## src/cep_pkg.sv

```systemverilog
package cep_pkg;
  // cause indices, 0 is highest priority
  localparam int CAUSE_N = 21;
  localparam logic [4:0] C_RESET = 5'h00;
  localparam logic [4:0] C_SSTEP = 5'h01;
  localparam logic [4:0] C_DBGINT = 5'h02;
  localparam logic [4:0] C_NMI = 5'h03;
  localparam logic [4:0] C_IRQ = 5'h04;
  localparam logic [4:0] C_IBRK = 5'h05;
  localparam logic [4:0] C_FADDR = 5'h06;
  localparam logic [4:0] C_FBUS = 5'h07;
  localparam logic [4:0] C_DBGBP = 5'h08;
  localparam logic [4:0] C_SYSTEM_CALL_INSTR = 5'h09;
  localparam logic [4:0] C_BREAK = 5'h0A;
  localparam logic [4:0] C_RESV = 5'h0B;
  localparam logic [4:0] C_COPU = 5'h0C;
  localparam logic [4:0] C_EXTU = 5'h0D;
  localparam logic [4:0] C_OVF = 5'h0E;
  localparam logic [4:0] C_TRAP = 5'h0F;
  localparam logic [4:0] C_DADDR = 5'h10;
  localparam logic [4:0] C_LADDR = 5'h11;
  localparam logic [4:0] C_SADDR = 5'h12;
  localparam logic [4:0] C_DBUS = 5'h13;
  localparam logic [4:0] C_DVAL = 5'h14;
  localparam logic [4:0] C_NONE = 5'h1F;
  // mask of the causes that are debug exceptions
  localparam logic [CAUSE_N-1:0] DEBUG_MASK = 21'h110126;
  typedef enum logic [1:0] {CEP_RUN, CEP_DEBUG, CEP_SLEEP} cep_mode_t;
endpackage

```

## src/cep_prioritizer.sv

```systemverilog
`timescale 1ns/1ns
`default_nettype none
module cep_prioritizer import cep_pkg::*; (
  input wire logic clk,
  input wire logic nrst,
  input wire logic masterClearPin, // active high clear request
  input wire logic powerOnReset,
  input wire logic singleStepEn, // single stepping armed
  input wire logic extDebugIrqIn,
  input wire logic debugBreakRequestBit, // from debug control reg
  input wire logic nmiIn,
  input wire logic [7:0] irqReq,
  input wire logic [7:0] irqMask, // 1 lets the request through
  input wire logic instrBreakMatch,
  input wire logic fetchMisaligned,
  input wire logic fetchProtected,
  input wire logic fetchBusErr,
  input wire logic debugBreakpointInstr,
  input wire logic systemCallInstr,
  input wire logic breakInstr,
  input wire logic reservedInstr,
  input wire logic copUnusable,
  input wire logic extUnusable,
  input wire logic arithOverflow,
  input wire logic trapTrue,
  input wire logic loadAddrMatch,
  input wire logic storeAddrMatch,
  input wire logic storeDataMatch,
  input wire logic loadMisaligned,
  input wire logic loadProtected,
  input wire logic storeMisaligned,
  input wire logic storeProtected,
  input wire logic dataBusErr,
  input wire logic loadDataMatch,
  input wire logic debugReturnInstr,
  input wire logic waitInstr,
  input wire logic wakeEvent, // leaves power down
  output logic excValid, // high in each cycle after one in which any cause is pending
  output logic [4:0] excCode,
  output logic [20:0] excSuppressed, // lower causes dropped
  output logic debugMode,
  output logic powerDown
);

  // whole state in one struct
  typedef struct packed {
    logic valid;
    logic [4:0] code;
    logic [CAUSE_N-1:0] supp;
    cep_mode_t mode;
    logic dbg; // registered debug mode flag, drives the pin directly
    logic pdn; // registered power down flag, drives the pin directly
  } cep_state_t;

  cep_state_t st_reg, st_next;
  logic [CAUSE_N-1:0] cause; // raw pending vector
  logic [4:0] winner;
  logic [CAUSE_N-1:0] winMask;
  logic [CAUSE_N-1:0] clearAbove; // no higher ranked cause pending

  // gather causes, bit index equals rank
  always_comb begin
    cause = '0;
    cause[C_RESET] = masterClearPin | powerOnReset;
    cause[C_SSTEP] = singleStepEn & (st_reg.mode != CEP_DEBUG);
    cause[C_DBGINT] = extDebugIrqIn | debugBreakRequestBit;
    cause[C_NMI] = nmiIn;
    cause[C_IRQ] = |(irqReq & irqMask);
    cause[C_IBRK] = instrBreakMatch;
    cause[C_FADDR] = fetchMisaligned | fetchProtected;
    cause[C_FBUS] = fetchBusErr;
    cause[C_DBGBP] = debugBreakpointInstr;
    cause[C_SYSTEM_CALL_INSTR] = systemCallInstr;
    cause[C_BREAK] = breakInstr;
    cause[C_RESV] = reservedInstr;
    cause[C_COPU] = copUnusable;
    cause[C_EXTU] = extUnusable;
    cause[C_OVF] = arithOverflow;
    cause[C_TRAP] = trapTrue;
    // store break needs address and value together
    cause[C_DADDR] = loadAddrMatch |
      (storeAddrMatch & storeDataMatch);
    cause[C_LADDR] = loadMisaligned | loadProtected;
    cause[C_SADDR] = storeMisaligned | storeProtected;
    cause[C_DBUS] = dataBusErr;
    cause[C_DVAL] = loadDataMatch;
  end

  // fixed priority encoder, lowest index wins
  always_comb begin
    winner = C_NONE;
    for (int i = CAUSE_N - 1; i >= 0; i--) begin
      if (cause[i]) begin
        winner = 5'(i);
      end
    end
  end

  // one-hot of the winner so the rest can be reported
  always_comb begin
    winMask = '0;
    if (winner != C_NONE) begin
      winMask[winner] = 1'b1;
    end
  end

  // ladder of "nothing above me" flags, used only by the checks;
  // built apart from the encoder so a wrong encoder order still shows
  assign clearAbove[0] = 1'b1;
  for (genvar g = 1; g < CAUSE_N; g++) begin : g_clear
    assign clearAbove[g] = clearAbove[g-1] & ~cause[g-1];
  end

  // next state
  always_comb begin
    st_next = st_reg;
    st_next.valid = |cause;
    st_next.code = winner;
    st_next.supp = cause & ~winMask;
    case (st_reg.mode)
      CEP_RUN: begin
        if (winner != C_NONE && DEBUG_MASK[winner]) begin
          st_next.mode = CEP_DEBUG;
        end else if (winner == C_NONE && waitInstr) begin
          st_next.mode = CEP_SLEEP;
        end
      end
      CEP_DEBUG: begin
        // handler runs until the return instruction
        if (debugReturnInstr) begin
          st_next.mode = CEP_RUN;
        end
      end
      CEP_SLEEP: begin
        // any cause or wake event ends power down
        if (winner != C_NONE && DEBUG_MASK[winner]) begin
          st_next.mode = CEP_DEBUG;
        end else if (wakeEvent || winner != C_NONE) begin
          st_next.mode = CEP_RUN;
        end
      end
      default: begin
        st_next.mode = CEP_RUN;
      end
    endcase
    // reset cause always drops back to normal running
    if (cause[C_RESET]) begin
      st_next.mode = CEP_RUN;
    end
    // flags mirror the next mode so the pins leave flops directly
    st_next.dbg = (st_next.mode == CEP_DEBUG);
    st_next.pdn = (st_next.mode == CEP_SLEEP);
  end

  // registers
  always_ff @(posedge clk) begin
    if (!nrst) begin
      // nothing reported, normal running, both flags clear
      st_reg <= '{valid: 1'b0, code: C_NONE, supp: '0, mode: CEP_RUN,
        dbg: 1'b0, pdn: 1'b0};
    end else begin
      st_reg <= st_next;
    end
  end

  assign excValid = st_reg.valid;
  assign excCode = st_reg.code;
  assign excSuppressed = st_reg.supp;
  assign debugMode = st_reg.dbg;
  assign powerDown = st_reg.pdn;

  // checks: a rank wins whenever nothing above it is pending
  AST_RESET_TOP: assert property (
    @(posedge clk) disable iff (!nrst)
    (masterClearPin | powerOnReset) |=> excCode == C_RESET)
    else $error("reset cause not taken first");
  AST_SSTEP: assert property (
    @(posedge clk) disable iff (!nrst)
    (singleStepEn && !debugMode && !masterClearPin && !powerOnReset)
    |=> excCode == C_SSTEP)
    else $error("single step not taken");
  AST_DBGINT: assert property (
    @(posedge clk) disable iff (!nrst)
    ((extDebugIrqIn | debugBreakRequestBit) && clearAbove[C_DBGINT])
    |=> excCode == C_DBGINT)
    else $error("debug interrupt not taken");
  AST_NMI_OVER_IRQ: assert property (
    @(posedge clk) disable iff (!nrst)
    (nmiIn && clearAbove[C_NMI])
    |=> excCode == C_NMI && excSuppressed[C_IRQ] == $past(cause[C_IRQ]))
    else $error("nmi rank wrong");
  AST_IRQ: assert property (
    @(posedge clk) disable iff (!nrst)
    (clearAbove[C_IRQ] && |(irqReq & irqMask)) |=> excCode == C_IRQ)
    else $error("interrupt not taken");
  AST_IBRK: assert property (
    @(posedge clk) disable iff (!nrst)
    (cause[C_IBRK] && clearAbove[C_IBRK]) |=> excCode == C_IBRK)
    else $error("instruction break not taken");
  AST_FADDR: assert property (
    @(posedge clk) disable iff (!nrst)
    (cause[C_FADDR] && clearAbove[C_FADDR]) |=> excCode == C_FADDR)
    else $error("fetch address error not taken");
  AST_FBUS: assert property (
    @(posedge clk) disable iff (!nrst)
    (cause[C_FBUS] && clearAbove[C_FBUS]) |=> excCode == C_FBUS)
    else $error("fetch bus error not taken");
  AST_DBGBP: assert property (
    @(posedge clk) disable iff (!nrst)
    (cause[C_DBGBP] && clearAbove[C_DBGBP]) |=> excCode == C_DBGBP)
    else $error("debug breakpoint not taken");
  AST_SYSTEM_CALL_INSTR: assert property (
    @(posedge clk) disable iff (!nrst)
    (cause[C_SYSTEM_CALL_INSTR] && clearAbove[C_SYSTEM_CALL_INSTR])
    |=> excCode == C_SYSTEM_CALL_INSTR)
    else $error("system call not taken");
  AST_BREAK: assert property (
    @(posedge clk) disable iff (!nrst)
    (cause[C_BREAK] && clearAbove[C_BREAK]) |=> excCode == C_BREAK)
    else $error("break not taken");
  AST_RESV: assert property (
    @(posedge clk) disable iff (!nrst)
    (cause[C_RESV] && clearAbove[C_RESV]) |=> excCode == C_RESV)
    else $error("reserved instruction not taken");
  AST_COPU: assert property (
    @(posedge clk) disable iff (!nrst)
    (cause[C_COPU] && clearAbove[C_COPU]) |=> excCode == C_COPU)
    else $error("coprocessor unusable not taken");
  AST_EXTU: assert property (
    @(posedge clk) disable iff (!nrst)
    (cause[C_EXTU] && clearAbove[C_EXTU]) |=> excCode == C_EXTU)
    else $error("extension unusable not taken");
  AST_OVF: assert property (
    @(posedge clk) disable iff (!nrst)
    (cause[C_OVF] && clearAbove[C_OVF]) |=> excCode == C_OVF)
    else $error("overflow not taken");
  AST_TRAP: assert property (
    @(posedge clk) disable iff (!nrst)
    (cause[C_TRAP] && clearAbove[C_TRAP]) |=> excCode == C_TRAP)
    else $error("trap not taken");
  AST_DADDR: assert property (
    @(posedge clk) disable iff (!nrst)
    (cause[C_DADDR] && clearAbove[C_DADDR]) |=> excCode == C_DADDR)
    else $error("data address break not taken");
  AST_LOAD_OVER_STORE: assert property (
    @(posedge clk) disable iff (!nrst)
    (clearAbove[C_LADDR] && cause[C_LADDR]) |=> excCode == C_LADDR)
    else $error("load error not above store");
  AST_SADDR: assert property (
    @(posedge clk) disable iff (!nrst)
    (cause[C_SADDR] && clearAbove[C_SADDR]) |=> excCode == C_SADDR)
    else $error("store address error not taken");
  AST_DBUS: assert property (
    @(posedge clk) disable iff (!nrst)
    (cause[C_DBUS] && clearAbove[C_DBUS]) |=> excCode == C_DBUS)
    else $error("data bus error not taken");
  AST_DVAL_LAST: assert property (
    @(posedge clk) disable iff (!nrst)
    (cause[C_DVAL] && clearAbove[C_DVAL])
    |=> excCode == C_DVAL && excSuppressed == '0)
    else $error("value break not lowest");
  AST_ONE_TAKEN: assert property (
    @(posedge clk) disable iff (!nrst)
    excValid |-> (excSuppressed[excCode] == 1'b0))
    else $error("winner also suppressed");
  // any pending cause must be reported, none means an idle report
  AST_VALID: assert property (
    @(posedge clk) disable iff (!nrst)
    (|cause) |=> excValid && excCode != C_NONE)
    else $error("pending cause not reported");
  AST_IDLE: assert property (
    @(posedge clk) disable iff (!nrst)
    !(|cause) |=> !excValid && excCode == C_NONE)
    else $error("report without a cause");
  // stepping is muted while the debug handler runs
  AST_STEP_MUTED: assert property (
    @(posedge clk) disable iff (!nrst)
    (debugMode && singleStepEn)
    |=> excCode != C_SSTEP && !excSuppressed[C_SSTEP])
    else $error("single step seen in debug mode");
  AST_DEBUG_HOLD: assert property (
    @(posedge clk) disable iff (!nrst)
    (debugMode && !debugReturnInstr && !masterClearPin && !powerOnReset)
    |=> debugMode)
    else $error("debug mode left early");
  // a debug winner enters debug unless the return leaves it
  AST_DEBUG_ENTRY: assert property (
    @(posedge clk) disable iff (!nrst)
    ((|(cause & clearAbove & DEBUG_MASK)) &&
      !(debugMode && debugReturnInstr))
    |=> debugMode)
    else $error("debug exception did not enter debug");
  AST_DEBUG_EXIT: assert property (
    @(posedge clk) disable iff (!nrst)
    (debugMode && debugReturnInstr) |=> !debugMode)
    else $error("return did not leave debug");
  AST_RESET_RUN: assert property (
    @(posedge clk) disable iff (!nrst)
    cause[C_RESET] |=> !debugMode && !powerDown)
    else $error("reset cause did not force running");
  AST_WAIT: assert property (
    @(posedge clk) disable iff (!nrst)
    (!debugMode && !powerDown && waitInstr && !(|cause))
    |=> powerDown)
    else $error("wait did not power down");
  AST_SLEEP_WAKE: assert property (
    @(posedge clk) disable iff (!nrst)
    (powerDown && wakeEvent) |=> !powerDown)
    else $error("wake did not leave power down");

  // main scenarios
  COV_DEBUG_ENTRY: cover property (@(posedge clk) disable iff (!nrst)
    !debugMode ##1 debugMode ##[1:20] !debugMode);
  COV_SLEEP: cover property (@(posedge clk) disable iff (!nrst)
    powerDown ##1 !powerDown);
  COV_MULTI: cover property (@(posedge clk) disable iff (!nrst)
    excValid && excSuppressed != '0);
  // store break needs both compares, worth seeing on its own
  COV_STORE_BREAK: cover property (@(posedge clk) disable iff (!nrst)
    storeAddrMatch && storeDataMatch && clearAbove[C_DADDR]);
  COV_SLEEP_TO_DEBUG: cover property (@(posedge clk) disable iff (!nrst)
    powerDown ##1 debugMode);

endmodule
`default_nettype wire

```

## config.mk

```make
export PLATFORM = sky130hd
export DESIGN_NAME = cep_prioritizer
export DESIGN_NICKNAME = d
export VERILOG_FILES = /design/src/cep_pkg.sv /design/src/cep_prioritizer.sv
export SDC_FILE = /design/constraint.sdc
export NUM_CORES = 1
export LEC_CHECK = 0
export ABC_AREA = 1
export BUFFER_PORTS_ARGS = -buffer_cell sky130_fd_sc_hd__buf_2
export CELL_PAD_IN_SITES_DETAIL_PLACEMENT = 1
export CELL_PAD_IN_SITES_GLOBAL_PLACEMENT = 2
export CORE_UTILIZATION = 27
export CTS_BUF_LIST = sky130_fd_sc_hd__clkbuf_4 sky130_fd_sc_hd__clkbuf_8
export DETAILED_ROUTE_END_ITERATION = 16
export PLACE_DENSITY = 0.95
export SKIP_CTS_REPAIR_TIMING = 1
export SLEW_MARGIN = 40
export SYNTH_ARGS = -nofsm -noshare
export SYNTH_HDL_FRONTEND = slang
export SYNTH_SLANG_ARGS = --single-unit
```

## constraint.sdc

```tcl
create_clock -name clk -period 4.43 [get_ports clk]
set_input_delay 0.6645 -clock clk [delete_from_list [all_inputs] [get_ports clk]]
set_output_delay 0.6645 -clock clk [all_outputs]
set_load 0.03 [all_outputs]
```

==> results.md <==
- FF/Latch Area: a little over 600 um^2
- Status: finished clean
- Worst vdd ir: approximately 110 uV
- P_leak: 1.14 nW
- Fmax: about 340 MHz
- First-pass GRT wire length: between 7000 and 8000 um
- Final worst path period share: ~67%
- Synthesized net count: 292
- Initial antenna violation count: 0
- Crit start category: primary input
- Unique masters post-synth: 27
- Crit Path Max Fanout: 5
- Routed WL per cell: roughly 13 um
- Minimum clock period: between 2 and 3 ns
- Post-DP Area: approximately 2000 um^2
- Slowest CP cell: nor3_1
- Crit path buffers/inverters: 3
- Worst slew pin tran: 0.446 ns
- Max incr delay on CP: roughly 0.35 ns
- Setup WS pre-CTS: about 1.2 ns
- N_diodes: 0
- I/O Buffers: 76
- Cells on Worst Hold Path: 2
- Hold Crit Class: flip-flop to flip-flop
- Die Height: 81.8 um
- Hold EP: st_reg[2]
- Total Power: approximately 0.71 mW
- Reg2reg end: debugMode
- CTS clk-pin slew, worst paths: about 0.07 ns
- Vias: about 1,700
- Critical-path cell list: buf_2 > a21oi_1 > nand2_1 > o21ai_0 > nand3_1 > nand3_1 > nand3_1 > nand2_1 > a21oi_1 > nor3_1 > inv_1 > ha_1 > inv_1 > nand3_1 > nand2_1 > nor2_1 > nand3_1 > a21oi_1
- Non-filler cells, final: 370
- R2R Setup Slk: about 2.1 ns
- Area of the multi-input gates: around 730 um^2
- Number of fill cells: between 800 and 900
- Layout area overhead: 22.4%
- Slew Limit Fails: 0
- Root buffer cell: clkbuf_8
- Die Span X: 81.8 um
- Site Rows: 28
- Routed WL: slightly below 5000 um
- CTS Sinks: 31
- Layout cell share with drive strength beyond 1: between 30% and 40%
- CTS tree: done
- Total congestion overflow: 0
- Largest register FFs: 21
- Setup-failing EPs final: 0
- Sequential cell area fraction in the yosys report: between 30% and 40%
- # DRC: 0
- I/O Pins: a little under 80
- DRT Pass-1 Iters: 4
- Hold_sp: st_reg[2]
- Design Area, Final: 2100 um^2
- Cell count after placement: between 300 and 400
- Mean post-synth cell area: approximately 7.2 um^2
- Total CTS buffers: 5
- Worst skew pair latency: about 0.29 ns
- R2R depth: 12
- Relative slew slack: 70.2%
- Cell Pwr Density: 338 nW/um^2
- Setup CP Type: primary input to flip-flop
- Most common cell on crit path: nand3_1
- Max-cap violation count: 0
- Core area: about 6000 um^2
- GP Congestion: ~0.85
- Layout net count: 346
- #FFs+latches synth: 31
- DRT iter0 DRCs: 34
- All-Layer GR Usage: 15.8%
- Setup TNS: 0 ns
- Placed wire-length estimate: about 4000 um
- Vias in the first global route: 1,710
- Initial Util: 28.5%
- Yosys warns: 0
- Post-route ant nets: 0
- Total die area: around 6700 um^2
- Arrival @ worst endpoint: about 3.2 ns
- RR Startpoint: st_reg[2]
- Mapped Area: 1720 um^2
- Critical Path RT: between 4 and 5 ns
- CTS max path bufs: 2
- Layout Utilization: 34.9%
- CP delay by family, top: simple AND/OR/NAND/NOR gates
- Via density: approximately 4.5
- Largest net degree at the start of global routing: 19
- Number of hold violations in the final report: 0
- Hold slack: around 0.55 ns
- Post-synthesis cell count: 240
- RSZ-0062 raised after global routing: no
- Worst Slack Setup Final: 1.46 ns
- Layout Skew: approximately 0.0093 ns
- CP Capture Type: flip-flop
- CTS H-tree lvls: 2
==> cell usage in the layout, fill, tap and decap left out, types with 2 or more instances in the layout <==
master | Yosys | final
a211oi_1 | 6 | 6
a21oi_1 | 10 | 10
buf_2 | 0 | 76
clkbuf_8 | 0 | 6
dfxtp_1 | 31 | 31
ha_1 | 4 | 4
inv_1 | 42 | 42
nand2_1 | 49 | 49
nand2_2 | 2 | 2
nand3_1 | 11 | 11
nand4_1 | 4 | 4
nor2_1 | 20 | 20
nor2_2 | 2 | 2
nor3_1 | 5 | 5
nor3_4 | 2 | 2
o211ai_1 | 9 | 9
o21ai_0 | 4 | 4
==> tightest hold or removal path, delay by kind of cell (launching register included) <==
family             cells  cell delay [ns]
and+or+nand+nor        1             0.11
DFF                    1             0.34
AOI/OAI and AO/OA      1             0.06
==> worst max-delay path by stage <==
stage,cells past startpoint,end,from
detailed placement,18,debugMode,storeAddrMatch
CTS,18,debugMode,storeAddrMatch
global placement,18,debugMode,storeAddrMatch
finish,18,debugMode,storeAddrMatch
floorplan,17,debugMode,storeAddrMatch
global route,18,debugMode,storeAddrMatch
==> cells in the mapped netlist, drive strengths merged <==
| cell type | instances | area [um^2] |
|---|---|---|
| nand3b | 1 | 7.51 |
| nor3 | 8 | 67.6 |
| a21oi | 11 | 58.8 |
| ha | 4 | 50.1 |
| o21ai | 5 | 28.8 |
| nand4 | 4 | 25.0 |
| clkbuf | 3 | 11.3 |
| a211oi | 6 | 45.0 |
| dfxtp | 31 | 621 |
| buf | 26 | 195 |
| nand2 | 52 | 208 |
| nor4 | 1 | 6.26 |
| inv | 43 | 161 |
| nand2b | 1 | 6.26 |
| o211ai | 9 | 67.6 |
| a31oi | 1 | 6.26 |
| nor2 | 22 | 87.6 |
| nand3 | 12 | 65.1 |
==> power by group <==
| part | internal (mW) | switching, mW |
|---|---|---|
| Combinational | 0.0414 | 0.0814 |
| Clock | 0.182 | 0.110 |
| Sequential | 0.293 | 0.00331 |
==> logic make-up (layout without fill, tap and decap cells) <==
kind of cell    Yosys count  after routing  synth area share (%)
flops                    31             31                  36.1
simple gates            101            101                  27.5
fa+ha+maj                 4              4                  2.91
buf+inv                  72            127                  21.4
compound gates           32             32                  12.0
==> routing by layer <==
metal / share of wire (%) / vias to the layer above / wire length (um) / GRT usage (%)
met5: 0 / - / 0 / 0
met3: 7.5 / 7 / 365 / 4.67
met2: 44 / 64 / 2150 / 25.5
met4: 1.6 / 0 / 79 / 5.26
li1: - / 838 / - / -
met1: 47 / 758 / 2300 / 19.9
==> layout make-up <==
type,instances,area share [%]
clock buffers,6,3.93
clock inverters,2,1.67
inverters,43,7.67
multi-input cells,137,34.7
flip-flops and latches,31,29.5
well taps,75,4.46
repair buffers,76,18.1
Note: power is estimated with default switching activity, not from simulation.
